File: config.mk
export PLATFORM = sky130hd
export DESIGN_NAME = ssr_receiver
export DESIGN_NICKNAME = d
export VERILOG_FILES = /design/src/hdl/ssr_pkg.sv /design/src/hdl/ssr_receiver.sv
export SDC_FILE = /design/constraint.sdc
export NUM_CORES = 1
export LEC_CHECK = 0
export ABC_AREA = 1
export BUFFER_PORTS_ARGS = -buffer_cell sky130_fd_sc_hd__buf_4
export CAP_MARGIN = 30
export CORE_MARGIN = 2
export CORE_UTILIZATION = 56
export DETAILED_ROUTE_END_ITERATION = 8
export PLACE_DENSITY = 0.81
export SLEW_MARGIN = 20
export SYNTH_ARGS = -nofsm -noshare
export SYNTH_HDL_FRONTEND = slang
export SYNTH_SLANG_ARGS = --single-unit
File: constraint.sdc
create_clock -name clk -period 2.76 [get_ports clk]
set_input_delay 0.552 -clock clk [delete_from_list [all_inputs] [get_ports clk]]
set_output_delay 0.552 -clock clk [all_outputs]
set_load 0.005 [all_outputs]
File: src/hdl/ssr_pkg.sv
package ssr_pkg;
   // Register byte offsets
   localparam logic [7:0] RCV_STATUS_CONTROL_OFF   = 8'h00;
   localparam logic [7:0] RECEIVE_BUFFER_OFF       = 8'h04;
   localparam logic [7:0] XMT_STATUS_CONTROL_OFF   = 8'h08;
   localparam logic [7:0] POLARITY_CONTROL_OFF     = 8'h0c;
   localparam logic [7:0] INTERRUPT_CONTROL_OFF    = 8'h10;
   localparam logic [7:0] PERIPH_INT_ENABLE_OFF    = 8'h14;
   localparam logic [7:0] POWER_CONTROL_OFF        = 8'h18;
   // Receive status/control fields
   localparam int RSC_PORT_EN_BIT   = 7;
   localparam int RSC_NINE_SEL_BIT  = 6;
   localparam int RSC_SINGLE_RX_BIT = 5;
   localparam int RSC_CONT_RX_BIT   = 4;
   localparam int RSC_OVR_BIT   = 1;
   localparam int RSC_NINTH_BIT = 0;
   // Transmit status/control fields
   localparam int TSC_CLK_SRC_BIT = 7;
   localparam int TSC_SYNC_BIT  = 4;
   // Polarity fields
   localparam int POL_DATA_BIT  = 5;
   localparam int POL_CLK_BIT   = 4;
   // Interrupt control fields
   localparam int ICR_GLOBAL_BIT = 7;
   localparam int ICR_PERIPH_BIT = 6;
   // Peripheral flag/enable register fields
   localparam int PIE_ENABLE_BIT = 0;
   localparam int PIE_FLAG_BIT   = 1;
   // Power control: bit0 sleep/idle request, bit1 wake pending
   localparam int PWR_SLEEP_BIT = 0;
   localparam int PWR_WAKE_BIT  = 1;
   localparam logic [7:0] RESET_BYTE = 8'h00;
   localparam logic [3:0] NINE_BITS  = 4'h9;
   localparam logic [3:0] EIGHT_BITS = 4'h8;

   typedef struct packed {
      logic [8:0] data;
   } ssr_word_t;

   typedef enum logic [1:0] {
      SSR_IDLE  = 2'b00,
      SSR_SHIFT = 2'b01,
      SSR_DONE  = 2'b10
   } ssr_state_t;
endpackage

File: src/hdl/ssr_receiver.sv
`timescale 1ns/1ps
module ssr_receiver (
   // Clock and reset
   input  wire logic        clk,
   input  wire logic        rst_n,
   input  wire logic        clk_en,
   // APB slave
   input  wire logic        psel,
   input  wire logic        penable,
   input  wire logic        pwrite,
   input  wire logic [7:0]  paddr,
   input  wire logic [31:0] pwdata,
   output logic      [31:0] prdata,
   output logic             pready,
   output logic             pslverr,
   // Serial pins
   input  wire logic        shift_clock_pin_i,
   output logic             shift_clock_pin_o,
   output logic             shift_clock_pin_oe,
   input  wire logic        serial_data_pin_i,
   output logic             serial_data_pin_o,
   output logic             serial_data_pin_oe,
   // Processor side
   output logic             wake_request,
   output logic             vector_branch
);
   logic       rst_s1_q, rst_s2_q, rstn;
   logic [7:0] rsc_q, tsc_q, pol_q, icr_q;
   logic       rie_q, flag_q, sleep_q, wake_q, ovr_q;
   logic       ck_s1_q, ck_s2_q, ck_d_q, dt_s1_q, dt_s2_q;
   logic [3:0] cnt_q;
   logic [8:0] sh_q;
   ssr_pkg::ssr_state_t st_q;
   ssr_pkg::ssr_word_t  buf_q [2];
   logic [1:0] cnt_buf_q;
   logic       wp_q, rp_q;
   logic       slave_en, rcv_en, ck_act, ck_prev, edge_act, dt_in;
   logic       word_done, buf_push, buf_ready, buf_pop, apb_acc, apb_wr, apb_rd;
   logic [3:0] word_len;

   // Reset release
   always_ff @(posedge clk or negedge rst_n) begin
      if (!rst_n) begin
         rst_s1_q <= 1'b0;
         rst_s2_q <= 1'b0;
      end else begin
         rst_s1_q <= 1'b1;
         rst_s2_q <= rst_s1_q;
      end
   end
   assign rstn = rst_s2_q;

   // Pins are inputs only; no shift clock is generated
   assign shift_clock_pin_o  = 1'b0;
   assign shift_clock_pin_oe = 1'b0;
   assign serial_data_pin_o  = 1'b0;
   assign serial_data_pin_oe = 1'b0;

   assign apb_acc = psel && penable;
   assign apb_wr  = apb_acc && pwrite;
   assign apb_rd  = apb_acc && !pwrite;
   assign pready  = 1'b1;
   assign pslverr = 1'b0;

   // Mode decode
   assign slave_en = rsc_q[ssr_pkg::RSC_PORT_EN_BIT] && tsc_q[ssr_pkg::TSC_SYNC_BIT]
                     && !tsc_q[ssr_pkg::TSC_CLK_SRC_BIT];
   assign rcv_en   = slave_en && rsc_q[ssr_pkg::RSC_CONT_RX_BIT];
   assign word_len = rsc_q[ssr_pkg::RSC_NINE_SEL_BIT] ? ssr_pkg::NINE_BITS : ssr_pkg::EIGHT_BITS;

   // Pin synchronisers
   always_ff @(posedge clk or negedge rstn) begin
      if (!rstn) begin
         ck_s1_q <= 1'b0;
         ck_s2_q <= 1'b0;
         ck_d_q  <= 1'b0;
         dt_s1_q <= 1'b0;
         dt_s2_q <= 1'b0;
      end else if (clk_en) begin
         ck_s1_q <= shift_clock_pin_i;
         ck_s2_q <= ck_s1_q;
         ck_d_q  <= ck_s2_q;
         dt_s1_q <= serial_data_pin_i;
         dt_s2_q <= dt_s1_q;
      end
   end
   assign ck_act   = ck_s2_q ^ pol_q[ssr_pkg::POL_CLK_BIT];
   assign ck_prev  = ck_d_q ^ pol_q[ssr_pkg::POL_CLK_BIT];
   assign edge_act = ck_act && !ck_prev;
   assign dt_in    = dt_s2_q ^ pol_q[ssr_pkg::POL_DATA_BIT];

   // Shift state machine
   always_ff @(posedge clk or negedge rstn) begin
      if (!rstn) begin
         st_q  <= ssr_pkg::SSR_IDLE;
         cnt_q <= 4'h0;
         sh_q  <= 9'h000;
      end else if (clk_en) begin
         case (st_q)
            ssr_pkg::SSR_IDLE: begin
               cnt_q <= 4'h0;
               if (rcv_en && edge_act) begin
                  sh_q  <= {dt_in, 8'h00};
                  cnt_q <= 4'h1;
                  st_q  <= ssr_pkg::SSR_SHIFT;
               end
            end
            ssr_pkg::SSR_SHIFT: begin
               if (!rcv_en) begin
                  st_q <= ssr_pkg::SSR_IDLE;
               end else if (cnt_q == word_len) begin
                  st_q <= ssr_pkg::SSR_DONE;
               end else if (edge_act) begin
                  sh_q  <= {dt_in, sh_q[8:1]};
                  cnt_q <= cnt_q + 4'h1;
               end
            end
            ssr_pkg::SSR_DONE: begin
               st_q <= ssr_pkg::SSR_IDLE;
            end
            default: st_q <= ssr_pkg::SSR_IDLE;
         endcase
      end
   end
   assign word_done = (st_q == ssr_pkg::SSR_DONE);

   // Two-entry receive buffer; a full buffer on a new word is an overrun
   assign buf_push  = word_done && buf_ready;
   assign buf_ready = (cnt_buf_q != 2'd2);
   assign buf_pop   = apb_rd && (paddr == ssr_pkg::RECEIVE_BUFFER_OFF) && (cnt_buf_q != 2'd0);
   always_ff @(posedge clk or negedge rstn) begin
      if (!rstn) begin
         wp_q      <= 1'b0;
         rp_q      <= 1'b0;
         cnt_buf_q <= 2'd0;
         buf_q[0]  <= '0;
         buf_q[1]  <= '0;
      end else if (clk_en) begin
         if (buf_push) begin
            buf_q[wp_q].data <= (word_len == ssr_pkg::NINE_BITS) ? sh_q : {1'b0, sh_q[8:1]};
            wp_q             <= ~wp_q;
         end
         if (buf_pop) begin
            rp_q <= ~rp_q;
         end
         cnt_buf_q <= cnt_buf_q + {1'b0, buf_push} - {1'b0, buf_pop};
      end
   end

   // Overrun error, cleared by dropping continuous receive
   always_ff @(posedge clk or negedge rstn) begin
      if (!rstn) begin
         ovr_q <= 1'b0;
      end else if (clk_en) begin
         if (word_done && !buf_ready) begin
            ovr_q <= 1'b1;
         end else if (!rsc_q[ssr_pkg::RSC_CONT_RX_BIT]) begin
            ovr_q <= 1'b0;
         end
      end
   end

   // Complete flag follows buffer occupancy, set wins
   always_ff @(posedge clk or negedge rstn) begin
      if (!rstn) begin
         flag_q <= 1'b0;
      end else if (clk_en) begin
         flag_q <= buf_push || (cnt_buf_q + {1'b0, buf_push} - {1'b0, buf_pop} != 2'd0);
      end
   end

   // Control registers
   always_ff @(posedge clk or negedge rstn) begin
      if (!rstn) begin
         rsc_q <= ssr_pkg::RESET_BYTE;
         tsc_q <= ssr_pkg::RESET_BYTE;
         pol_q <= ssr_pkg::RESET_BYTE;
         icr_q <= ssr_pkg::RESET_BYTE;
         rie_q <= 1'b0;
      end else if (clk_en && apb_wr) begin
         case (paddr)
            ssr_pkg::RCV_STATUS_CONTROL_OFF: rsc_q <= {pwdata[7:4], 4'h0};
            ssr_pkg::XMT_STATUS_CONTROL_OFF: tsc_q <= pwdata[7:0];
            ssr_pkg::POLARITY_CONTROL_OFF:   pol_q <= pwdata[7:0];
            ssr_pkg::INTERRUPT_CONTROL_OFF:  icr_q <= pwdata[7:0];
            ssr_pkg::PERIPH_INT_ENABLE_OFF:  rie_q <= pwdata[ssr_pkg::PIE_ENABLE_BIT];
            default: ;
         endcase
      end
   end

   // Low-power state and wake
   always_ff @(posedge clk or negedge rstn) begin
      if (!rstn) begin
         sleep_q <= 1'b0;
         wake_q  <= 1'b0;
      end else if (clk_en) begin
         if (sleep_q && flag_q && rie_q) begin
            sleep_q <= 1'b0;
            wake_q  <= 1'b1;
         end else if (apb_wr && paddr == ssr_pkg::POWER_CONTROL_OFF) begin
            sleep_q <= pwdata[ssr_pkg::PWR_SLEEP_BIT];
            wake_q  <= 1'b0;
         end
      end
   end

   // Processor-side outputs
   always_ff @(posedge clk or negedge rstn) begin
      if (!rstn) begin
         wake_request  <= 1'b0;
         vector_branch <= 1'b0;
      end else if (clk_en) begin
         wake_request  <= wake_q;
         vector_branch <= flag_q && rie_q && icr_q[ssr_pkg::ICR_GLOBAL_BIT]
                          && icr_q[ssr_pkg::ICR_PERIPH_BIT];
      end
   end

   // Read mux, ninth bit and error shown in status
   always_comb begin
      prdata = 32'h0000_0000;
      if (apb_rd) begin
         case (paddr)
            ssr_pkg::RCV_STATUS_CONTROL_OFF: prdata[7:0] = {rsc_q[7:4], 2'b00, ovr_q,
                                                            buf_q[rp_q].data[8]};
            ssr_pkg::RECEIVE_BUFFER_OFF:     prdata[7:0] = buf_q[rp_q].data[7:0];
            ssr_pkg::XMT_STATUS_CONTROL_OFF: prdata[7:0] = tsc_q;
            ssr_pkg::POLARITY_CONTROL_OFF:   prdata[7:0] = pol_q;
            ssr_pkg::INTERRUPT_CONTROL_OFF:  prdata[7:0] = icr_q;
            ssr_pkg::PERIPH_INT_ENABLE_OFF:  prdata[1:0] = {flag_q, rie_q};
            ssr_pkg::POWER_CONTROL_OFF:      prdata[1:0] = {wake_q, sleep_q};
            default: prdata = 32'h0000_0000;
         endcase
      end
   end
endmodule

==> results.py <==
metrics = {
    "floorplan": {
        "die_x_um": 93.3,
        "fp-row-count": 32,
        "die_area_mm2": 0.00871,
        "die_h_um": 93.3,
        "io_pins": 88,
        "floorplan.initialDensity_pct": 57.8,
        "core-area_mm2": 0.00773,
    },
    "outcome": {
        "status": "completed",
    },
    "run": {
        "drv_cap": 0,
    },
    "route": {
        "drc": 0,
        "wirelength_um": 9450,
        "routed-via-count": 3742,
        "ant_nets": 0,
        "wl_per_cell_um": 13.2,
        "drt_first_pass_iters": 5,
        "via_per_inst": 5.22,
        "drt_iter0_drc": 357,
    },
    "synthesis": {
        "synth_area_leaders": "dfrtp_1, nand2_1, o21ai_0, buf_4, inv_1",
        "ys_seq_area_share_pct": 44.2,
        "ys_seq_elements": 79,
        "syn_area_mm2": 0.00447,
        "yosysMostFrequentCell": "nand2_1",
        "synthCells": 579,
        "synthTopCellsByCount": "nand2_1, dfrtp_1, o21ai_0",
        "ys.flop_type": "dfrtp_1",
        "avgSynthCellArea_um2": 7.72,
        "synth_edf_count": 0,
        "synthArstFlopShare_pct": 100,
        "yosysWarnings": 0,
        "synth_top_area_share_pct": 44.2,
        "yosysTopAreaCell": "dfrtp_1",
        "ys_types": 33,
    },
    "power": {
        "ir_drop_mv": 0.287,
        "power.total_mw": 2.21,
        "p_per_area_mw_per_mm2": 456,
        "p_leak_nw": 2.41,
    },
    "sta": {
        "fin_skew_ns": 0.00693,
        "rsz0062_at_grt": "no",
        "period_share_pct": 89.6,
        "maxSlewHeadroom_pct": 59.0,
        "period_needed_ns": 2.47,
        "tightest_slew_ns": 0.615,
        "slew_violations": 0,
        "hold_ws_ns": 0.338,
        "hold_viol_final": 0,
        "max_freq_mhz": 404,
        "layout_setup_ws_ns": 0.287,
        "fin_tns_setup_ns": 0,
        "setup_viol": 0,
    },
    "min_path": {
        "hold_path.class": "reg2async",
    },
    "global_route": {
        "grt_pass1_vias": 3442,
        "grt_max_degree": 41,
        "antenna_found_initial": 0,
        "grt_usage_pct": 23.7,
        "grt_first_pass_wirelength_um": 16100,
        "overflow": 0,
    },
    "finish": {
        "fill_cells": 708,
        "diodes": 0,
        "final_area_mm2": 0.00484,
        "drive_above_1_share_pct": 16.1,
        "nets": 661,
        "areaGrowthSynthToFinish_pct": 8.23,
        "multi_input_area_mm2": 0.00204,
        "seqCellArea_mm2": 0.00198,
    },
    "setup_path": {
        "worstPathRequired_ns": 2.21,
        "max_stage_delay_ns": 0.74,
        "reg2reg_to": "cnt_buf_q[1]$_DFFE_PN0P_",
        "path_cells": "o21ai_0 > nand3_1 > o21ai_1 > nor2_1 > nor2_1 > buf_4",
        "arrival_ns": 1.92,
        "cp_slowest_cell": "dfrtp_1",
        "cp-end-kind": "primary output",
        "critPathCapture": "prdata[4]",
        "crit_path_max_fanout": 19,
        "critical_path_class": "reg2out",
        "reg2reg_from": "st_q[0]$_DFFE_PN0P_",
        "cpMostUsedCell": "nor2_1",
        "crit_path_start_kind": "flip-flop",
        "rr_worst_depth": 10,
        "r2r_setup_slack_ns": 0.78,
        "startpoint": "rp_q$_DFFE_PN0P_",
    },
    "placement": {
        "dpl.hpwl_um": 6750,
        "place_area_mm2": 0.00463,
        "place_congestion": 0.878,
        "port_buffers": 33,
        "place_ws_ns": 0.264,
    },
    "clock_tree": {
        "post-cts-setup-buffers": 0,
        "cts_buffers": 9,
        "clock-sinks": 79,
        "clk_path_buf_depth": 2,
        "worstSkewPairLatency_ns": 0.37,
        "path_clk_slew_ns": 0.08,
        "cts_tree": "yes",
        "clockRootBuffer": "clkbuf_8",
        "htree_num_levels": 3,
    },
}
power breakdown:
| part | internal (mW) | total (mW) | switching, mW |
|---|---|---|---|
| Clock | 0.443 | 0.885 | 0.442 |
| Sequential | 1.17 | 1.19 | 0.0137 |
| Combinational | 0.0437 | 0.137 | 0.0935 |
cell usage in the layout (no fill, tap or decap), types with 2 or more instances in the layout:
master / n
o21ai_1: 3
ha_1: 3
xor2_1: 2
inv_2: 4
nand2_1: 184
nor2_2: 3
o21a_1: 3
nor2_1: 48
dfrtp_1: 78
buf_4: 37
o21ai_2: 17
a21oi_1: 8
nand3_1: 30
clkinv_2: 2
nand3_2: 2
o21ai_0: 57
a21oi_2: 2
inv_1: 51
conb_1: 31
clkbuf_8: 10
nand4_1: 12
nand2_2: 7
nor2_4: 6
metrics by stage:
stage          utilization [%]  cells
2_1_floorplan                -    608
4_1_cts                   62.6    717
5_1_grt                   62.6    717
6_report                  62.6    717
3_3_place_gp              59.9    700
3_5_place_dp              59.9    700
worst min-delay path by stage:
stage | from | end | slack, ns | cells after the start
after global placement | rst_s2_q$_DFF_PN0_ | cnt_q[2]$_DFFE_PN0P_ | 0.33 | 1
after CTS | rst_s2_q$_DFF_PN0_ | buf_q[5]$_DFFE_PN0P_ | 0.36 | 1
after global routing | rst_s2_q$_DFF_PN0_ | buf_q[14]$_DFFE_PN0P_ | 0.38 | 1
after detailed placement | rst_n | rst_s1_q$_DFF_PN0_ | 0.34 | 1
after floorplan | rst_n | rst_s1_q$_DFF_PN0_ | 0.26 | 0
final | rst_s2_q$_DFF_PN0_ | buf_q[12]$_DFFE_PN0P_ | 0.34 | 1
sequential cells by signal (all words and copies together), names as in the netlist, 2 cells and up:
register   flops
cnt_q          4
st_q           2
icr_q          8
tsc_q          8
pol_q          8
rsc_q          4
buf_q         18
cnt_buf_q      2
sh_q           9
final cells by class:
type | count | area share, %
clock buffer | 11 | 2.92
clock inverter | 5 | 1.16
inverter | 55 | 4.27
multi-input combinational | 427 | 42.1
sequential | 79 | 40.9
tap | 102 | 2.64
timing repair buffer | 38 | 5.95
routing by layer:
layer,wire [um],part of all wire [%],GRT usage (%)
met1,4300,45,32.7
met2,4300,45,36.3
met3,579,6.1,5.32
met4,279,3.0,10.0
met5,0,0,0
timing repair:
action | CTS | global route
hold endpoints to repair | 2 | 0
hold buffers | 1 | 0
resized for setup | 0 | 0
worst max-delay path, delay by kind of cell (launching register included):
kind | cells | cell delay [ns]
AOI/OAI and AO/OA | 2 | 0.35
buffers and inverters | 1 | 0.14
DFF | 1 | 0.74
and+or+nand+nor | 3 | 0.32
logic make-up after synthesis:
logic type | Yosys count | synth area share (%)
AO/OA/AOI/OAI | 93 | 12.5
XOR/XNOR | 3 | 0.588
adder cells (fa/ha/maj) | 3 | 0.840
buffers and inverters | 102 | 12.6
flip-flops | 79 | 44.2
other | 2 | 0.168
AND/OR/NAND/NOR | 297 | 29.1
Note: power is estimated with default switching activity, not from simulation.
